===== src/adc_ctrl_pkg.sv =====
// Constants, field positions and carrier types for the converter control block.
// Assumes a 25 MHz peripheral clock and a word-aligned register port.
package adc_ctrl_pkg;

    // Register byte offsets on the plain register port.
    localparam logic [7:0] PRIMARY_MODE_OFS = 8'h00;
    localparam logic [7:0] REF_CHANNEL_OFS = 8'h04;
    localparam logic [7:0] PRIORITY_CTRL_OFS = 8'h08;
    localparam logic [7:0] TRIGGER_RESET_OFS = 8'h0C;
    localparam logic [7:0] CLOCK_SELECT_OFS = 8'h10;

    // Primary mode register fields.
    localparam int NORMAL_START_BIT = 0;
    localparam int SCAN_SELECT_BIT = 1;

    // Reference and channel control fields.
    localparam int REFERENCE_ENABLE_BIT = 7;
    localparam int IDLE_OPERATION_BIT = 6;
    localparam int SCAN_WIDTH_BIT = 5;
    localparam int WRITE_ZERO_BIT = 4;
    localparam int CHANNEL_LSB = 0;

    // Priority conversion control fields.
    localparam int PRIORITY_DONE_BIT = 7;
    localparam int PRIORITY_BUSY_BIT = 6;
    localparam int PRIORITY_START_BIT = 5;

    // Trigger and reset control fields, and the clock select field.
    localparam int PRIORITY_HW_SOURCE_BIT = 7;
    localparam int PRIORITY_HW_ENABLE_BIT = 6;
    localparam int NORMAL_HW_SOURCE_BIT = 5;
    localparam int NORMAL_HW_ENABLE_BIT = 4;
    localparam int RESET_KEY_LSB = 0;
    localparam int CLOCK_SELECT_LSB = 0;

    // Reset values and codes.
    localparam logic [1:0] RESET_KEY_ARM = 2'h2;
    localparam logic [1:0] RESET_KEY_FIRE = 2'h1;
    localparam logic [3:0] CHANNEL_LAST_LEGAL = 4'hB;
    localparam logic [3:0] CHANNEL_RESET = 4'h0;
    localparam logic [2:0] CLOCK_SELECT_RESET = 3'h0;
    localparam logic [31:0] READ_ZERO = 32'h0000_0000;

    // Reference settling time, rounded up to whole clock cycles.
    localparam int CLOCK_PERIOD_NS = 40;
    localparam int REF_SETTLE_NS = 3000;
    localparam logic [6:0] REF_SETTLE_CYCLES = 7'((REF_SETTLE_NS + CLOCK_PERIOD_NS - 1) / CLOCK_PERIOD_NS);

    typedef logic [3:0] channel_t;

    // Commands and settings handed to the converter core.
    typedef struct packed {
        logic reference_on;
        logic reference_settled;
        logic converter_run;
        logic normal_start;
        logic scan_mode;
        channel_t scan_first;
        channel_t scan_last;
        logic priority_start;
        channel_t priority_channel;
        logic [2:0] conv_clock_select;
    } core_cmd_s;

endpackage

===== src/adc_channel_trigger_control.sv =====
// Register file and trigger logic for the converter control block.
// Assumes the converter core and timer match pulses run on clk; the
// external trigger pin is asynchronous and is synchronised here.
//
// Overview of operation
// - Bit 7 of channel control switches the internal reference on or off.
// - Bit 6 zero stops the converter during processor idle; one keeps running.
// - Bit 5 picks four or eight channel scan groups; ignored in fixed mode.
// - Channel codes 0 to 11 select inputs; codes 12 and up prohibited.
// - Four-channel scan runs from group base 0, 4 or 8 to selected channel.
// - Eight-channel scan runs from 0, or from 8 for codes 8 to 11.
// - Priority done flag bit 7 sets on completion, clears on register read.
// - Priority busy flag bit 6 is one while a priority conversion runs.
// - Writing one to bit 5 launches priority conversion; bit reads zero.
// - Priority channel field selects inputs 0 to 11; 12 and up prohibited.
// - Priority source bit 7 picks external trigger or first timer match.
// - Priority hardware enable bit 6 gates the selected source.
// - Normal source bit 5 picks external trigger or second timer match.
// - Normal hardware enable bit 4 gates the selected source.
// - External trigger owned by priority conversion never starts normal conversion.
// - Writing key 10 then 01 performs a software reset.
// - Software reset restores all registers except the conversion clock select.
// - Scan select bit zero means fixed channel, one means channel scan.
// - Writing one to the normal start bit begins conversion; reads zero.
`timescale 1ns/100ps

module adc_channel_trigger_control
(
    input wire logic clk,
    input wire logic rst,
    input wire logic [7:0] reg_addr,
    input wire logic [31:0] reg_wdata,
    input wire logic reg_wr,
    input wire logic reg_rd,
    output logic [31:0] reg_rdata,
    input wire logic cpu_idle,
    input wire logic ext_trigger,
    input wire logic first_timer_compare0_match,
    input wire logic second_timer_compare0_match,
    input wire logic priority_conv_done,
    output adc_ctrl_pkg::core_cmd_s converter_cmd
);

    // Whole state of the block, registered as one word.
    typedef struct packed {
        logic reference_enable;
        logic idle_operation_enable;
        logic scan_width;
        logic write_zero_ref;
        adc_ctrl_pkg::channel_t channel;
        logic scan_select;
        logic [2:0] clock_select;
        logic priority_hw_source;
        logic priority_hw_enable;
        logic normal_hw_source;
        logic normal_hw_enable;
        logic priority_done_flag;
        logic priority_busy_flag;
        logic write_zero_pri;
        adc_ctrl_pkg::channel_t priority_channel;
        logic key_armed;
        logic ext_sync1;
        logic ext_sync2;
        logic ext_sync3;
        logic [6:0] settle_count;
        logic [31:0] rdata;
        adc_ctrl_pkg::core_cmd_s cmd;
    } ctrl_state_s;

    localparam ctrl_state_s STATE_RESET = '{
        channel: adc_ctrl_pkg::CHANNEL_RESET,
        priority_channel: adc_ctrl_pkg::CHANNEL_RESET,
        clock_select: adc_ctrl_pkg::CLOCK_SELECT_RESET,
        rdata: adc_ctrl_pkg::READ_ZERO,
        default: '0
    };

    ctrl_state_s state_reg;
    ctrl_state_s state_next;

    logic wr_primary;
    logic wr_ref;
    logic wr_priority;
    logic wr_trigger;
    logic wr_clock;
    logic rd_priority;
    logic ext_rise;
    logic ext_for_priority;
    logic priority_hw_trigger;
    logic normal_hw_trigger;
    logic priority_launch;
    logic normal_launch;
    logic soft_reset;
    logic [1:0] key_written;
    adc_ctrl_pkg::channel_t priority_channel_eff;

    // Address decode of the single-cycle strobes.
    assign wr_primary = reg_wr && (reg_addr == adc_ctrl_pkg::PRIMARY_MODE_OFS);
    assign wr_ref = reg_wr && (reg_addr == adc_ctrl_pkg::REF_CHANNEL_OFS);
    assign wr_priority = reg_wr && (reg_addr == adc_ctrl_pkg::PRIORITY_CTRL_OFS);
    assign wr_trigger = reg_wr && (reg_addr == adc_ctrl_pkg::TRIGGER_RESET_OFS);
    assign wr_clock = reg_wr && (reg_addr == adc_ctrl_pkg::CLOCK_SELECT_OFS);
    assign rd_priority = reg_rd && (reg_addr == adc_ctrl_pkg::PRIORITY_CTRL_OFS);
    assign key_written = reg_wdata[adc_ctrl_pkg::RESET_KEY_LSB +: 2];

    // The edge detector looks only at the second and third stages, never the first.
    assign ext_rise = state_reg.ext_sync2 && !state_reg.ext_sync3;

    // Hardware trigger selection for both conversion kinds.
    assign ext_for_priority = state_reg.priority_hw_enable && !state_reg.priority_hw_source;
    assign priority_hw_trigger = state_reg.priority_hw_enable &&
        (state_reg.priority_hw_source ? first_timer_compare0_match : ext_rise);
    assign normal_hw_trigger = state_reg.normal_hw_enable &&
        (state_reg.normal_hw_source ? second_timer_compare0_match
                                    : (ext_rise && !ext_for_priority));

    // A start written together with a new channel converts that new channel.
    // Using the stored field here would launch on the stale channel instead.
    assign priority_channel_eff = wr_priority ? reg_wdata[adc_ctrl_pkg::CHANNEL_LSB +: 4]
                                              : state_reg.priority_channel;

    // A launch on a prohibited channel code is dropped so the core never sees it.
    assign priority_launch = (priority_hw_trigger ||
        (wr_priority && reg_wdata[adc_ctrl_pkg::PRIORITY_START_BIT])) &&
        (priority_channel_eff <= adc_ctrl_pkg::CHANNEL_LAST_LEGAL);
    assign normal_launch = (normal_hw_trigger ||
        (wr_primary && reg_wdata[adc_ctrl_pkg::NORMAL_START_BIT])) &&
        (state_reg.channel <= adc_ctrl_pkg::CHANNEL_LAST_LEGAL);

    // The key must be written as 10 and then 01 in two consecutive writes to the register.
    assign soft_reset = wr_trigger && state_reg.key_armed &&
        (key_written == adc_ctrl_pkg::RESET_KEY_FIRE);

    // Next-state logic for every field of the block.
    always_comb
    begin
        state_next = state_reg;
        state_next.ext_sync1 = ext_trigger;
        state_next.ext_sync2 = state_reg.ext_sync1;
        state_next.ext_sync3 = state_reg.ext_sync2;
        state_next.rdata = adc_ctrl_pkg::READ_ZERO;
        if (wr_primary)
        begin
            state_next.scan_select = reg_wdata[adc_ctrl_pkg::SCAN_SELECT_BIT];
        end
        if (wr_ref)
        begin
            state_next.reference_enable = reg_wdata[adc_ctrl_pkg::REFERENCE_ENABLE_BIT];
            state_next.idle_operation_enable = reg_wdata[adc_ctrl_pkg::IDLE_OPERATION_BIT];
            state_next.scan_width = reg_wdata[adc_ctrl_pkg::SCAN_WIDTH_BIT];
            state_next.write_zero_ref = reg_wdata[adc_ctrl_pkg::WRITE_ZERO_BIT];
            state_next.channel = reg_wdata[adc_ctrl_pkg::CHANNEL_LSB +: 4];
        end
        if (wr_priority)
        begin
            state_next.write_zero_pri = reg_wdata[adc_ctrl_pkg::WRITE_ZERO_BIT];
            state_next.priority_channel = reg_wdata[adc_ctrl_pkg::CHANNEL_LSB +: 4];
        end
        if (wr_trigger)
        begin
            state_next.priority_hw_source = reg_wdata[adc_ctrl_pkg::PRIORITY_HW_SOURCE_BIT];
            state_next.priority_hw_enable = reg_wdata[adc_ctrl_pkg::PRIORITY_HW_ENABLE_BIT];
            state_next.normal_hw_source = reg_wdata[adc_ctrl_pkg::NORMAL_HW_SOURCE_BIT];
            state_next.normal_hw_enable = reg_wdata[adc_ctrl_pkg::NORMAL_HW_ENABLE_BIT];
            state_next.key_armed = (key_written == adc_ctrl_pkg::RESET_KEY_ARM);
        end
        if (wr_clock)
        begin
            state_next.clock_select = reg_wdata[adc_ctrl_pkg::CLOCK_SELECT_LSB +: 3];
        end

        // Busy follows the core; a finish in the launch cycle leaves busy set.
        if (state_reg.priority_busy_flag && priority_conv_done)
        begin
            state_next.priority_busy_flag = 1'b0;
        end
        if (priority_launch)
        begin
            state_next.priority_busy_flag = 1'b1;
        end

        // Reading clears the done flag, but a completion in the same cycle wins.
        if (rd_priority)
        begin
            state_next.priority_done_flag = 1'b0;
        end
        if (priority_conv_done)
        begin
            state_next.priority_done_flag = 1'b1;
        end

        // Settling counter; software is still expected to time its own wait.
        if (!state_reg.reference_enable)
        begin
            state_next.settle_count = 7'h00;
        end
        else if (state_reg.settle_count != adc_ctrl_pkg::REF_SETTLE_CYCLES)
        begin
            state_next.settle_count = state_reg.settle_count + 7'h01;
        end

        // Read data, valid in the cycle after the read strobe.
        if (reg_rd)
        begin
            unique case (reg_addr)
                adc_ctrl_pkg::PRIMARY_MODE_OFS:
                begin
                    state_next.rdata[adc_ctrl_pkg::SCAN_SELECT_BIT] = state_reg.scan_select;
                end
                adc_ctrl_pkg::REF_CHANNEL_OFS:
                begin
                    state_next.rdata[adc_ctrl_pkg::REFERENCE_ENABLE_BIT] = state_reg.reference_enable;
                    state_next.rdata[adc_ctrl_pkg::IDLE_OPERATION_BIT] = state_reg.idle_operation_enable;
                    state_next.rdata[adc_ctrl_pkg::SCAN_WIDTH_BIT] = state_reg.scan_width;
                    state_next.rdata[adc_ctrl_pkg::WRITE_ZERO_BIT] = state_reg.write_zero_ref;
                    state_next.rdata[adc_ctrl_pkg::CHANNEL_LSB +: 4] = state_reg.channel;
                end
                adc_ctrl_pkg::PRIORITY_CTRL_OFS:
                begin
                    state_next.rdata[adc_ctrl_pkg::PRIORITY_DONE_BIT] = state_reg.priority_done_flag;
                    state_next.rdata[adc_ctrl_pkg::PRIORITY_BUSY_BIT] = state_reg.priority_busy_flag;
                    state_next.rdata[adc_ctrl_pkg::WRITE_ZERO_BIT] = state_reg.write_zero_pri;
                    state_next.rdata[adc_ctrl_pkg::CHANNEL_LSB +: 4] = state_reg.priority_channel;
                end
                adc_ctrl_pkg::TRIGGER_RESET_OFS:
                begin
                    state_next.rdata[adc_ctrl_pkg::PRIORITY_HW_SOURCE_BIT] = state_reg.priority_hw_source;
                    state_next.rdata[adc_ctrl_pkg::PRIORITY_HW_ENABLE_BIT] = state_reg.priority_hw_enable;
                    state_next.rdata[adc_ctrl_pkg::NORMAL_HW_SOURCE_BIT] = state_reg.normal_hw_source;
                    state_next.rdata[adc_ctrl_pkg::NORMAL_HW_ENABLE_BIT] = state_reg.normal_hw_enable;
                end
                adc_ctrl_pkg::CLOCK_SELECT_OFS:
                begin
                    state_next.rdata[adc_ctrl_pkg::CLOCK_SELECT_LSB +: 3] = state_reg.clock_select;
                end
                default:
                begin
                    state_next.rdata = adc_ctrl_pkg::READ_ZERO;
                end
            endcase
        end

        // Commands to the core are registered from the current settings.
        state_next.cmd.reference_on = state_reg.reference_enable;
        state_next.cmd.reference_settled = state_reg.reference_enable &&
            (state_reg.settle_count == adc_ctrl_pkg::REF_SETTLE_CYCLES);
        state_next.cmd.converter_run = !(cpu_idle && !state_reg.idle_operation_enable);
        state_next.cmd.normal_start = normal_launch;
        state_next.cmd.priority_start = priority_launch;
        state_next.cmd.priority_channel = priority_channel_eff;
        state_next.cmd.scan_mode = state_reg.scan_select;
        state_next.cmd.scan_last = state_reg.channel;
        state_next.cmd.conv_clock_select = state_reg.clock_select;
        if (!state_reg.scan_select)
        begin
            state_next.cmd.scan_first = state_reg.channel;
        end
        else if (!state_reg.scan_width)
        begin
            state_next.cmd.scan_first = {state_reg.channel[3:2], 2'h0};
        end
        else
        begin
            state_next.cmd.scan_first = {state_reg.channel[3], 3'h0};
        end

        // Software reset returns everything to reset values except the clock select and the trigger synchroniser.
        if (soft_reset)
        begin
            state_next = STATE_RESET;
            state_next.clock_select = state_reg.clock_select;
            state_next.cmd.conv_clock_select = state_reg.clock_select;
            state_next.ext_sync1 = ext_trigger;
            state_next.ext_sync2 = state_reg.ext_sync1;
            state_next.ext_sync3 = state_reg.ext_sync2;
        end
    end

    // State register; asynchronous reset loads constants only.
    always_ff @(posedge clk or posedge rst)
    begin
        if (rst)
        begin
            state_reg <= STATE_RESET;
        end
        else
        begin
            state_reg <= state_next;
        end
    end

    assign reg_rdata = state_reg.rdata;
    assign converter_cmd = state_reg.cmd;

    // A completed priority conversion is visible in the following cycle unless a software reset clears it.
    a_done_sets_flag: assert property (@(posedge clk) disable iff (rst)
        (priority_conv_done && !soft_reset) |=> state_reg.priority_done_flag)
        else $error("priority done flag missed a completion");

    // A read without a new completion leaves the done flag clear afterwards.
    a_read_clears_done: assert property (@(posedge clk) disable iff (rst)
        (rd_priority && !priority_conv_done) |=> !state_reg.priority_done_flag)
        else $error("priority done flag survived a read");

    // A launch raises busy in the following cycle.
    a_busy_follows_launch: assert property (@(posedge clk) disable iff (rst)
        (priority_launch && !soft_reset) |=> state_reg.priority_busy_flag ##0
        (state_reg.priority_busy_flag || $past(priority_conv_done)))
        else $error("priority busy did not follow a launch");

    // The priority start bit never reads back as one.
    a_start_reads_zero: assert property (@(posedge clk) disable iff (rst)
        rd_priority |=> (reg_rdata[adc_ctrl_pkg::PRIORITY_START_BIT] == 1'b0) &&
        (reg_rdata[31:8] == 24'h00_0000))
        else $error("priority start bit or upper bits read as one");

    // The reference follows the written enable two edges after the write.
    a_reference_follows: assert property (@(posedge clk) disable iff (rst)
        (wr_ref && !soft_reset) |=> ##1
        (converter_cmd.reference_on == $past(reg_wdata[adc_ctrl_pkg::REFERENCE_ENABLE_BIT], 2)))
        else $error("reference output did not follow its enable");

    // The converter halts in idle unless idle operation is enabled.
    a_idle_stops_core: assert property (@(posedge clk) disable iff (rst)
        (cpu_idle && !state_reg.idle_operation_enable) |=> !converter_cmd.converter_run)
        else $error("converter kept running in idle");

    // Four-channel scan starts at the base of the selected group.
    a_scan_four_base: assert property (@(posedge clk) disable iff (rst)
        (state_reg.scan_select && !state_reg.scan_width && !soft_reset) |=>
        (converter_cmd.scan_first == {$past(state_reg.channel[3:2]), 2'h0}))
        else $error("four-channel scan base wrong");

    // An external edge owned by priority conversion never starts a normal one.
    a_ext_not_shared: assert property (@(posedge clk) disable iff (rst)
        (ext_for_priority && !state_reg.normal_hw_source && !wr_primary) |=>
        !converter_cmd.normal_start)
        else $error("external trigger started a normal conversion");

    // No normal start ever reaches the core with a prohibited channel code.
    a_no_illegal_start: assert property (@(posedge clk) disable iff (rst)
        converter_cmd.normal_start |-> ($past(state_reg.channel) <= adc_ctrl_pkg::CHANNEL_LAST_LEGAL))
        else $error("normal start issued on a prohibited channel");

    // The key sequence clears settings but keeps the conversion clock select.
    a_soft_reset_keeps: assert property (@(posedge clk) disable iff (rst)
        soft_reset |=> !state_reg.reference_enable && !state_reg.key_armed &&
        (state_reg.clock_select == $past(state_reg.clock_select)))
        else $error("software reset did not restore the registers");

    // Busy stays up until the core reports the end of the conversion.
    a_busy_holds_run: assert property (@(posedge clk) disable iff (rst)
        (state_reg.priority_busy_flag && !priority_conv_done && !soft_reset) |=> state_reg.priority_busy_flag)
        else $error("priority busy dropped before completion");

    // A priority start never reaches the core with a prohibited channel code.
    a_priority_legal_channel: assert property (@(posedge clk) disable iff (rst)
        converter_cmd.priority_start |-> (converter_cmd.priority_channel <= adc_ctrl_pkg::CHANNEL_LAST_LEGAL))
        else $error("priority start issued on a prohibited channel");

    // Fixed channel mode converts exactly the selected channel.
    a_fixed_channel_first: assert property (@(posedge clk) disable iff (rst)
        (!state_reg.scan_select && !soft_reset) |=> (converter_cmd.scan_first == $past(state_reg.channel)))
        else $error("fixed channel mode first channel wrong");

    // Eight-channel scan starts at input 0 or input 8.
    a_scan_eight_base: assert property (@(posedge clk) disable iff (rst)
        (state_reg.scan_select && state_reg.scan_width && !soft_reset) |=>
        (converter_cmd.scan_first == {$past(state_reg.channel[3]), 3'h0}))
        else $error("eight-channel scan base wrong");

    // A first timer match starts a priority conversion when enabled and selected.
    a_timer_priority_start: assert property (@(posedge clk) disable iff (rst)
        (state_reg.priority_hw_enable && state_reg.priority_hw_source && first_timer_compare0_match &&
        (priority_channel_eff <= adc_ctrl_pkg::CHANNEL_LAST_LEGAL) && !soft_reset) |=>
        converter_cmd.priority_start)
        else $error("timer match did not start a priority conversion");

    // With the hardware source disabled only a register write can start a priority conversion.
    a_priority_hw_gated: assert property (@(posedge clk) disable iff (rst)
        (!state_reg.priority_hw_enable && !wr_priority) |=> !converter_cmd.priority_start)
        else $error("disabled hardware source started a priority conversion");

    // A second timer match starts a normal conversion when enabled and selected.
    a_timer_normal_start: assert property (@(posedge clk) disable iff (rst)
        (state_reg.normal_hw_enable && state_reg.normal_hw_source && second_timer_compare0_match &&
        (state_reg.channel <= adc_ctrl_pkg::CHANNEL_LAST_LEGAL) && !soft_reset) |=>
        converter_cmd.normal_start)
        else $error("timer match did not start a normal conversion");

endmodule


===== config.mk =====
export PLATFORM = sky130hd
export DESIGN_NAME = adc_channel_trigger_control
export DESIGN_NICKNAME = d
export VERILOG_FILES = /design/src/adc_ctrl_pkg.sv /design/src/adc_channel_trigger_control.sv
export SDC_FILE = /design/constraint.sdc
export NUM_CORES = 1
export LEC_CHECK = 0
export BUFFER_PORTS_ARGS = -buffer_cell sky130_fd_sc_hd__buf_2
export CORE_MARGIN = 4
export CORE_UTILIZATION = 30
export CTS_BUF_LIST = sky130_fd_sc_hd__clkbuf_8
export DETAILED_ROUTE_END_ITERATION = 12
export HOLD_SLACK_MARGIN = 0.02
export PLACE_DENSITY = 0.55
export SYNTH_ARGS = -nofsm -noshare
export SYNTH_HDL_FRONTEND = slang
export SYNTH_SLANG_ARGS = --single-unit

===== constraint.sdc =====
create_clock -name clk -period 2.6 [get_ports clk]
set_input_delay 0.52 -clock clk [delete_from_list [all_inputs] [get_ports clk]]
set_output_delay 0.52 -clock clk [all_outputs]
set_load 0.01 [all_outputs]

After elaboration in Yosys (flattened, before gate mapping)
Cells that the tools add are included.
{ "classes": {"n_reduce_logical": 35, "mux": 26, "bitwise": 1, "magnitude_cmp": 2, "addsub": 1, "eq_ne": 9} }
{ "op_table": {"columns": ["cell", "n"], "rows": [
  ["$mux W87", 1],
  ["$logic_and A1 B1 Y1", 20],
  ["$eq A8 B4 Y1 const B", 2],
  ["$mux W8", 2],
  ["$mux W7", 2],
  ["$mux W3", 3],
  ["$pmux W1 S3", 3],
  ["$eq A8 B3 Y1 const B", 1],
  ["$eq A8 B5 Y1 const B", 1],
  ["$le A4 B4 Y1 const B", 2],
  ["$logic_not A8 Y1", 1],
  ["$mux W1", 8],
  ["$mux W4", 2],
  ["$reduce_bool A2 Y1", 4],
  ["$add A7 B1 Y7 const B", 1],
  ["$eq A7 B7 Y1 const B", 1],
  ["$ne A7 B7 Y1 const B", 1],
  ["$pmux W2 S3", 1],
  ["$reduce_bool A3 Y1", 2],
  ["$logic_not A1 Y1", 5],
  ["$mux W5", 1],
  ["$pmux W1 S2", 2],
  ["$pmux W1 S4", 1],
  ["$ne A3 B1 Y1 const B", 1],
  ["5 further kinds", 6]
]} }
{ "totals": {"reg_bits": 87, "wordCells": 105, "input_bits": 49, "out_inout_bits": 53} }

Longest topological paths before layout
Gate-level depths: netlist of run 1.
{ "logic_depth": {"word_depth": 9, "mapped_depth": 6, "depth_no_buf": 5} }

Worst setup path before layout of run 1
Ideal clock, no wire load.
{ "synth_path": {"kind": "input -> register", "start": "input reg_addr[7]", "end": "register state_reg[69] in the netlist's numbering", "cell_stages": 4, "arrival_time_ps": 1585, "required_time_ps": 2472, "n_path_buf": 0, "setup_slack_ps": 887, "path_cell_list": "nor4_4 -> nand4_2 -> mux2i_1 -> a21oi_1"} }
{ "synth_between": {"elab_chain_len": 7, "elab_cells_between_ends": 14, "cone_classes": "order compare: 1; eq/ne: 2; mux: 3; reduce/logical: 8"} }
{ "synth_lines": {"columns": ["item", "line_no", "rtl"], "rows": [
  ["start, declared", "adc_channel_trigger_control.sv:31", "input wire logic [7:0] reg_addr,"],
  ["$eq A8 B4 Y1", "adc_channel_trigger_control.sv:100", "assign wr_priority = reg_wr && (reg_addr == adc_ctrl_pkg::PRIORITY_CTRL_OFS);"],
  ["$logic_and A1 B1 Y1", "adc_channel_trigger_control.sv:100", null],
  ["$mux W4 or $logic_and A1 B1 Y1 (tied branches)", "adc_channel_trigger_control.sv:119, adc_channel_trigger_control.sv:124", null],
  ["$le A4 B4 Y1 or $logic_or A1 B1 Y1 (tied branches)", "adc_channel_trigger_control.sv:125, adc_channel_trigger_control.sv:123", null],
  ["$logic_and A1 B1 Y1", "adc_channel_trigger_control.sv:124", "(wr_priority && reg_wdata[adc_ctrl_pkg::PRIORITY_START_BIT])) &&"],
  ["$mux W1", "adc_channel_trigger_control.sv:177", "if (priority_launch)"],
  ["$mux W87", "adc_channel_trigger_control.sv:268", "if (soft_reset)"],
  ["end signal, assigned", "adc_channel_trigger_control.sv:288", "state_reg <= state_next;"],
  ["end, declared", "adc_channel_trigger_control.sv:78", "ctrl_state_s state_reg;"]
]} }
Parallel ways exist; a longest one is shown, timed or not.
A chain may end at the register's enable or synchronous reset.

Final worst setup path of run 1
{ "layout_path": {"start": "input reg_addr[7]", "end": "register state_reg[79] in the netlist's numbering"} }
{ "layout_between": {"elab_chain_len": 5, "elab_cells_between_ends": 8, "cone_classes": "eq/ne: 2; mux: 1; reduce/logical: 5"} }
{ "layout_lines": {"columns": ["item", "line_no", "rtl"], "rows": [
  ["$eq A8 B4 Y1", "adc_channel_trigger_control.sv:101", "assign wr_trigger = reg_wr && (reg_addr == adc_ctrl_pkg::TRIGGER_RESET_OFS);"],
  ["$logic_and A1 B1 Y1", "adc_channel_trigger_control.sv:101", null],
  ["$logic_and A1 B1 Y1 (2 in series)", "adc_channel_trigger_control.sv:131", "assign soft_reset = wr_trigger && state_reg.key_armed &&"],
  ["$mux W87 or $reduce_bool A2 Y1 (tied branches)", null, null]
]} }
Parallel ways exist; a longest one is shown, timed or not.

==> metrics, run 1 <==
routability cong. 0.838; FF+latch count, synth 62; die width 109 um; capturing point of the worst reg2reg path state_reg[69]; Worst Reg-to-Reg Cells 4; Nets 373; synth unique cells 45; Power Dens Cells 602 nW/um2; worst setup margin 0.952 ns; Final Util 34.4%; combinational power share 8.0%; Bufs on Longest Clock Path 2; sequential share of the synthesized area 50.9%; number of flops mapped to enable cells by yosys 0; Final Hold Viols 0; number of antenna-violating nets in the routed design 0; arrival time worst endpoint 1.87 ns; # hold bufs at CTS 0; CP startpoint kind primary input; CP Max Fanout 9; sequential share of power 50.0%; Starting Density 31.0%; warning count from the yosys run 0; P_sw 493 uW; Vias 1984; area of the multi-input gates 1110 um2; Worst Hold End state_reg[62]; final setup skew 0.00775 ns; Slew HR 47.1%; largest net degree at the start of global routing 63; Main synth FF type dfrtp_1; Root Driver clkbuf_8; top post-synthesis cells by count dfrtp_1, buf_4, nor2_1, nand2_1, mux2i_1; TritonCTS Buffers 9; CP endpoint kind flip-flop; Resize count post-CTS 0; drt initial violations 122; Worst Min Path Start ext_trigger; setup TNS after final layout 0 ns; DR vias/cell 4.30; synthesized cell area 3050 um2; Reg clk slew, reported paths 0.07 ns; All-Layer GR Usage 11.5%; number of fillers in the final layout 1049; leak pwr 1.81 nW; FMAX 607 MHz; Final setup viols 0; gr ovfl total 0; max-cap violation count 0; CTS tree done; drt total wl 6300 um; R2R setup slack 1.02 ns; P_int 1.54 mW; min Tclk post-route 1.65 ns; DIE HEIGHT 109 um; Clock Sinks 62; core outline area 9820 um2; area grow syn2layout 10.8%; H-tree depth 3; Syn Inst Count 290; status finished, final reports clean; first-pass GRT wire length 10300 um; cell taking the most area after synthesis dfrtp_1; initial antenna violation count 0; Diodes inserted 0; pre-CTS WS 0.560 ns; switch share 24.2%; dpl hpwl 4580 um; Worst Path Required 2.82 ns; Core Rows 36; number of global-route vias before repair 1972; Wirelength per Cell 13.7 um; clock network power share 42.0%; Tcrit/Tclk final 63.4%; count leader, synth dfrtp_1; Seq. cell area 1550 um2; Synth area leaders dfrtp_1, buf_4, mux2i_1, nor2_1, nand2_1; PortBufs 53; layout cells sized above 1 27.4%; clk_lat worst skew 0.35 ns; Worst VDD drop 0.198 mV; DIE AREA 11800 um2; post-synth top area share 50.9%; max reg flops 34; share of synthesized registers carrying an async set or reset 100%; Mapped Avg Cell Area 10.5 um2; Initial DRT Pass Iterations 4; Hold Path Class primary input to flip-flop; Setup Buffers After CTS 0; RR Startpoint state_reg[74]; Worst-Margin Slew 0.794 ns; final-report max-slew violation count 0; WS Path Type primary input to flip-flop; RSZ-0062 raised after global routing no; Hold Path Depth 1; residual DRC count 0; IO Pins 102
-- worst max-delay path, cell delays in order --
cell and delay (ns):
buf_2 0.11, nor4_4 0.36, buf_4 0.20, nand4_2 0.34, mux2i_1 0.27, nor2_1 0.06
-- power by group through the flow --
stage,combinational (mW),sequential [mW],clock (mW)
2_1_floorplan,0.148,1.03,0
3_3_place_gp,0.163,1.04,0
3_5_place_dp,0.165,1.04,0
4_1_cts,0.165,1.02,0.878
5_1_grt,0.187,1.02,0.919
6_report,0.163,1.02,0.854
-- metal layers --
metal | track usage, % | routed length (um) | vias to the layer above
li1 | - | - | 974
met1 | 14.8 | 2860 | 948
met2 | 17.8 | 2960 | 57
met3 | 4.68 | 410 | 5
met4 | 3.61 | 67 | 0
met5 | 0 | 0 | -
-- per-stage QoR --
| step | instances | instance area [um2] | power [mW] | hold slack, ns |
|---|---|---|---|---|
| 6_report | 461 | 3380 | 2.03 | 0.279 |
| 4_1_cts | 461 | 3380 | 2.06 | 0.269 |
| 3_3_place_gp | 445 | 3180 | 1.20 | 0.339 |
| 2_1_floorplan | 313 | 3130 | 1.18 | 0.331 |
| 3_5_place_dp | 445 | 3180 | 1.20 | 0.337 |
| 5_1_grt | 461 | 3380 | 2.13 | 0.268 |
-- placed cells by master, fill, tap and decap left out, drive strengths merged, types with 11 or more instances in the layout --
master	count
dfrtp	62
buf	59
nor2	36
conb	24
nand2	19
mux2i	15
a21oi	12
clkbuf	11
inv	11
-- how the worst max path moves through the flow --
stage / start / end / depth (start not counted)
finish: reg_addr[7] / state_reg[79] / 6
global route: reg_addr[7] / state_reg[82] / 6
CTS: reg_addr[7] / state_reg[86] / 6
detailed placement: reg_addr[7] / state_reg[82] / 6
global placement: reg_addr[7] / state_reg[79] / 6
floorplan: rst / converter_cmd[0] / 1
-- logic make-up (layout without fill, tap and decap cells) --
logic type,count (synthesis),count (layout),share of synthesized area (%)
other cells,1,24,0.123
fa+ha+maj,1,1,0.410
mux,21,21,7.14
simple gates,94,94,16.7
compound gates,35,35,7.51
flops,62,62,50.9
buf+inv,70,85,15.5
xor+xnor,6,6,1.72
-- cell type report --
type	instances	area share, %
clock inverter	5	1.45
multi-input combinational	181	32.9
clock buffer	11	4.48
inverter	10	1.11
sequential	62	46.0
tap	133	4.93
timing repair buffer	59	9.19
Power figures use the tool's default switching activity.
==> run 2, diff against run 1 <==
Settings changed: PLACE_DENSITY 0.55 to 0.57.
Clock period 2.6 ns to 1.4 ns, I/O delays scaled along.
==> metrics, run 2 (synthesis gave the netlist of run 1 again) <==
status finished, final reports clean; Starting Density 31.0%; Crit path depth 5; Core Rows 36; area of the multi-input gates 1150 um2; placed insts 471; capturing point of the worst reg2reg path state_reg[53]; Tcrit/Tclk final 98.8%; Reg clk slew, reported paths 0.06 ns; CP endpoint kind flip-flop; initial antenna violation count 0; Vias 2067; Placed Area 3420 um2; Nets 399; Final Hold Viols 0; Max stage delay on crit path 0.38 ns; Clock Sinks 62; drt total wl 6700 um; WS Path Type flip-flop to flip-flop; Design Area, Final 3660 um2; leak pwr 1.96 nW; number of global-route vias before repair 2107; DIE AREA 11800 um2; RR Startpoint state_reg[53]; DR vias/cell 4.24; H-tree depth 3; leading cell type in the layout, fill and taps excluded dfrtp_1; final setup skew 0.00634 ns; final-report max-slew violation count 0; Worst Reg-to-Reg Cells 5; crit path to state_reg[53]; Worst Path Required 1.63 ns; gr ovfl total 0; max-cap violation count 0; Root Driver clkbuf_8; Worst VDD drop 0.480 mV; Final Util 37.3%; largest net degree at the start of global routing 63; number of fillers in the final layout 1022; dpl hpwl 4890 um; number of antenna-violating nets in the routed design 0; FMAX 723 MHz; core outline area 9820 um2; min Tclk post-route 1.38 ns; commonest cells after routing, fill and taps aside dfrtp_1, buf_2, nor2_1; Final setup viols 0; PortBufs 53; setup TNS after final layout 0 ns; routability cong. 0.799; IO Pins 102; CP Buf/Inv Count 0; Hold Path Class primary input to async pin; Initial DRT Pass Iterations 6; Wirelength per Cell 13.8 um; R2R setup slack 0.02 ns; Diodes inserted 0; CP Max Fanout 4; layout cells sized above 1 34.5%; largest delay contributor family on the critical path simple AND/OR/NAND/NOR gates; DIE HEIGHT 109 um; All-Layer GR Usage 12.2%; max reg flops 34; residual DRC count 0; RSZ-0062 raised after global routing yes; clk_lat worst skew 0.34 ns; Seq. cell area 1550 um2; first-pass GRT wire length 10900 um; TritonCTS Buffers 9; arrival time worst endpoint 1.61 ns; Power Dens Cells 1050 nW/um2; die width 109 um; drt initial violations 60; Bufs on Longest Clock Path 2; # hold bufs at CTS 0; area grow syn2layout 20.1%; CP startpoint kind flip-flop; total power draw 3.83 mW; CTS tree done; CP max stage cell dfrtp_1; crit-path cells ha_2, nor2b_4, nand4_1, xnor2_1, nor2_1; Post-Layout Cell Count 487; Critical Path Source state_reg[53]
run 2: changes by cell type in the layout (fill, tap and decap cells not counted), moves of 2 or more:
cell      change
buf_4        +22
buf_12        +4
a221oi_1      -2
a221oi_2      +2
run 2: routing by layer:
layer	share of wire (%)	up-vias	track usage, %	wire (um)
met5	0	-	0	0
li1	-	1014	-	-
met4	1.1	0	4.33	77
met2	47	53	19.0	3140
met1	46	991	15.8	3070
met3	6.1	9	4.03	409
run 2: where the power goes:
part           total, mW  switching [mW]  internal [mW]
combinational      0.358           0.213          0.145
sequential          1.89          0.0367           1.85
clock               1.58           0.679          0.903
total               3.83           0.928           2.90
run 2: metrics by stage:
step	setup slack (ns)	hold slack [ns]
after floorplan	-0.0728	0.311
after global placement	-0.141	0.340
after detailed placement	-0.237	0.349
after CTS	0.0181	0.0203
after global routing	-0.0680	0.0319
final	0.0175	0.0154
run 2: area by class of cell:
| cell class | instances | area share (%) |
|---|---|---|
| clock buffers | 11 | 4.14 |
| clock inverters | 5 | 1.33 |
| inverters | 10 | 1.13 |
| multi-input cells | 181 | 31.3 |
| flip-flops and latches | 62 | 42.4 |
| well taps | 133 | 4.55 |
| repair buffers | 85 | 15.2 |
run 2: how the worst min path moves through the flow:
stage	to	slack (ns)	depth (start not counted)
after floorplan	state_reg[62]	0.31	0
after global placement	state_reg[61]	0.34	0
after detailed placement	state_reg[61]	0.35	0
after CTS	converter_cmd[14]	0.02	3
after global routing	state_reg[62]	0.03	1
final	converter_cmd[12]	0.02	3
run 2: what timing repair did:
| item | 4_1_cts | 5_1_grt |
|---|---|---|
| setup buffers | 0 | 0 |
| endpoints found under the setup margin | 3 | 5 |
| pin swaps | 0 | 3 |
| resized for setup | 4 | 4 |
run 2: worst register-to-register path: stages, from the launching register on:
cell and delay [ns]:
dfrtp_1 0.38, ha_2 0.20, nor2b_4 0.16, nand4_1 0.24, xnor2_1 0.23, nor2_1 0.06
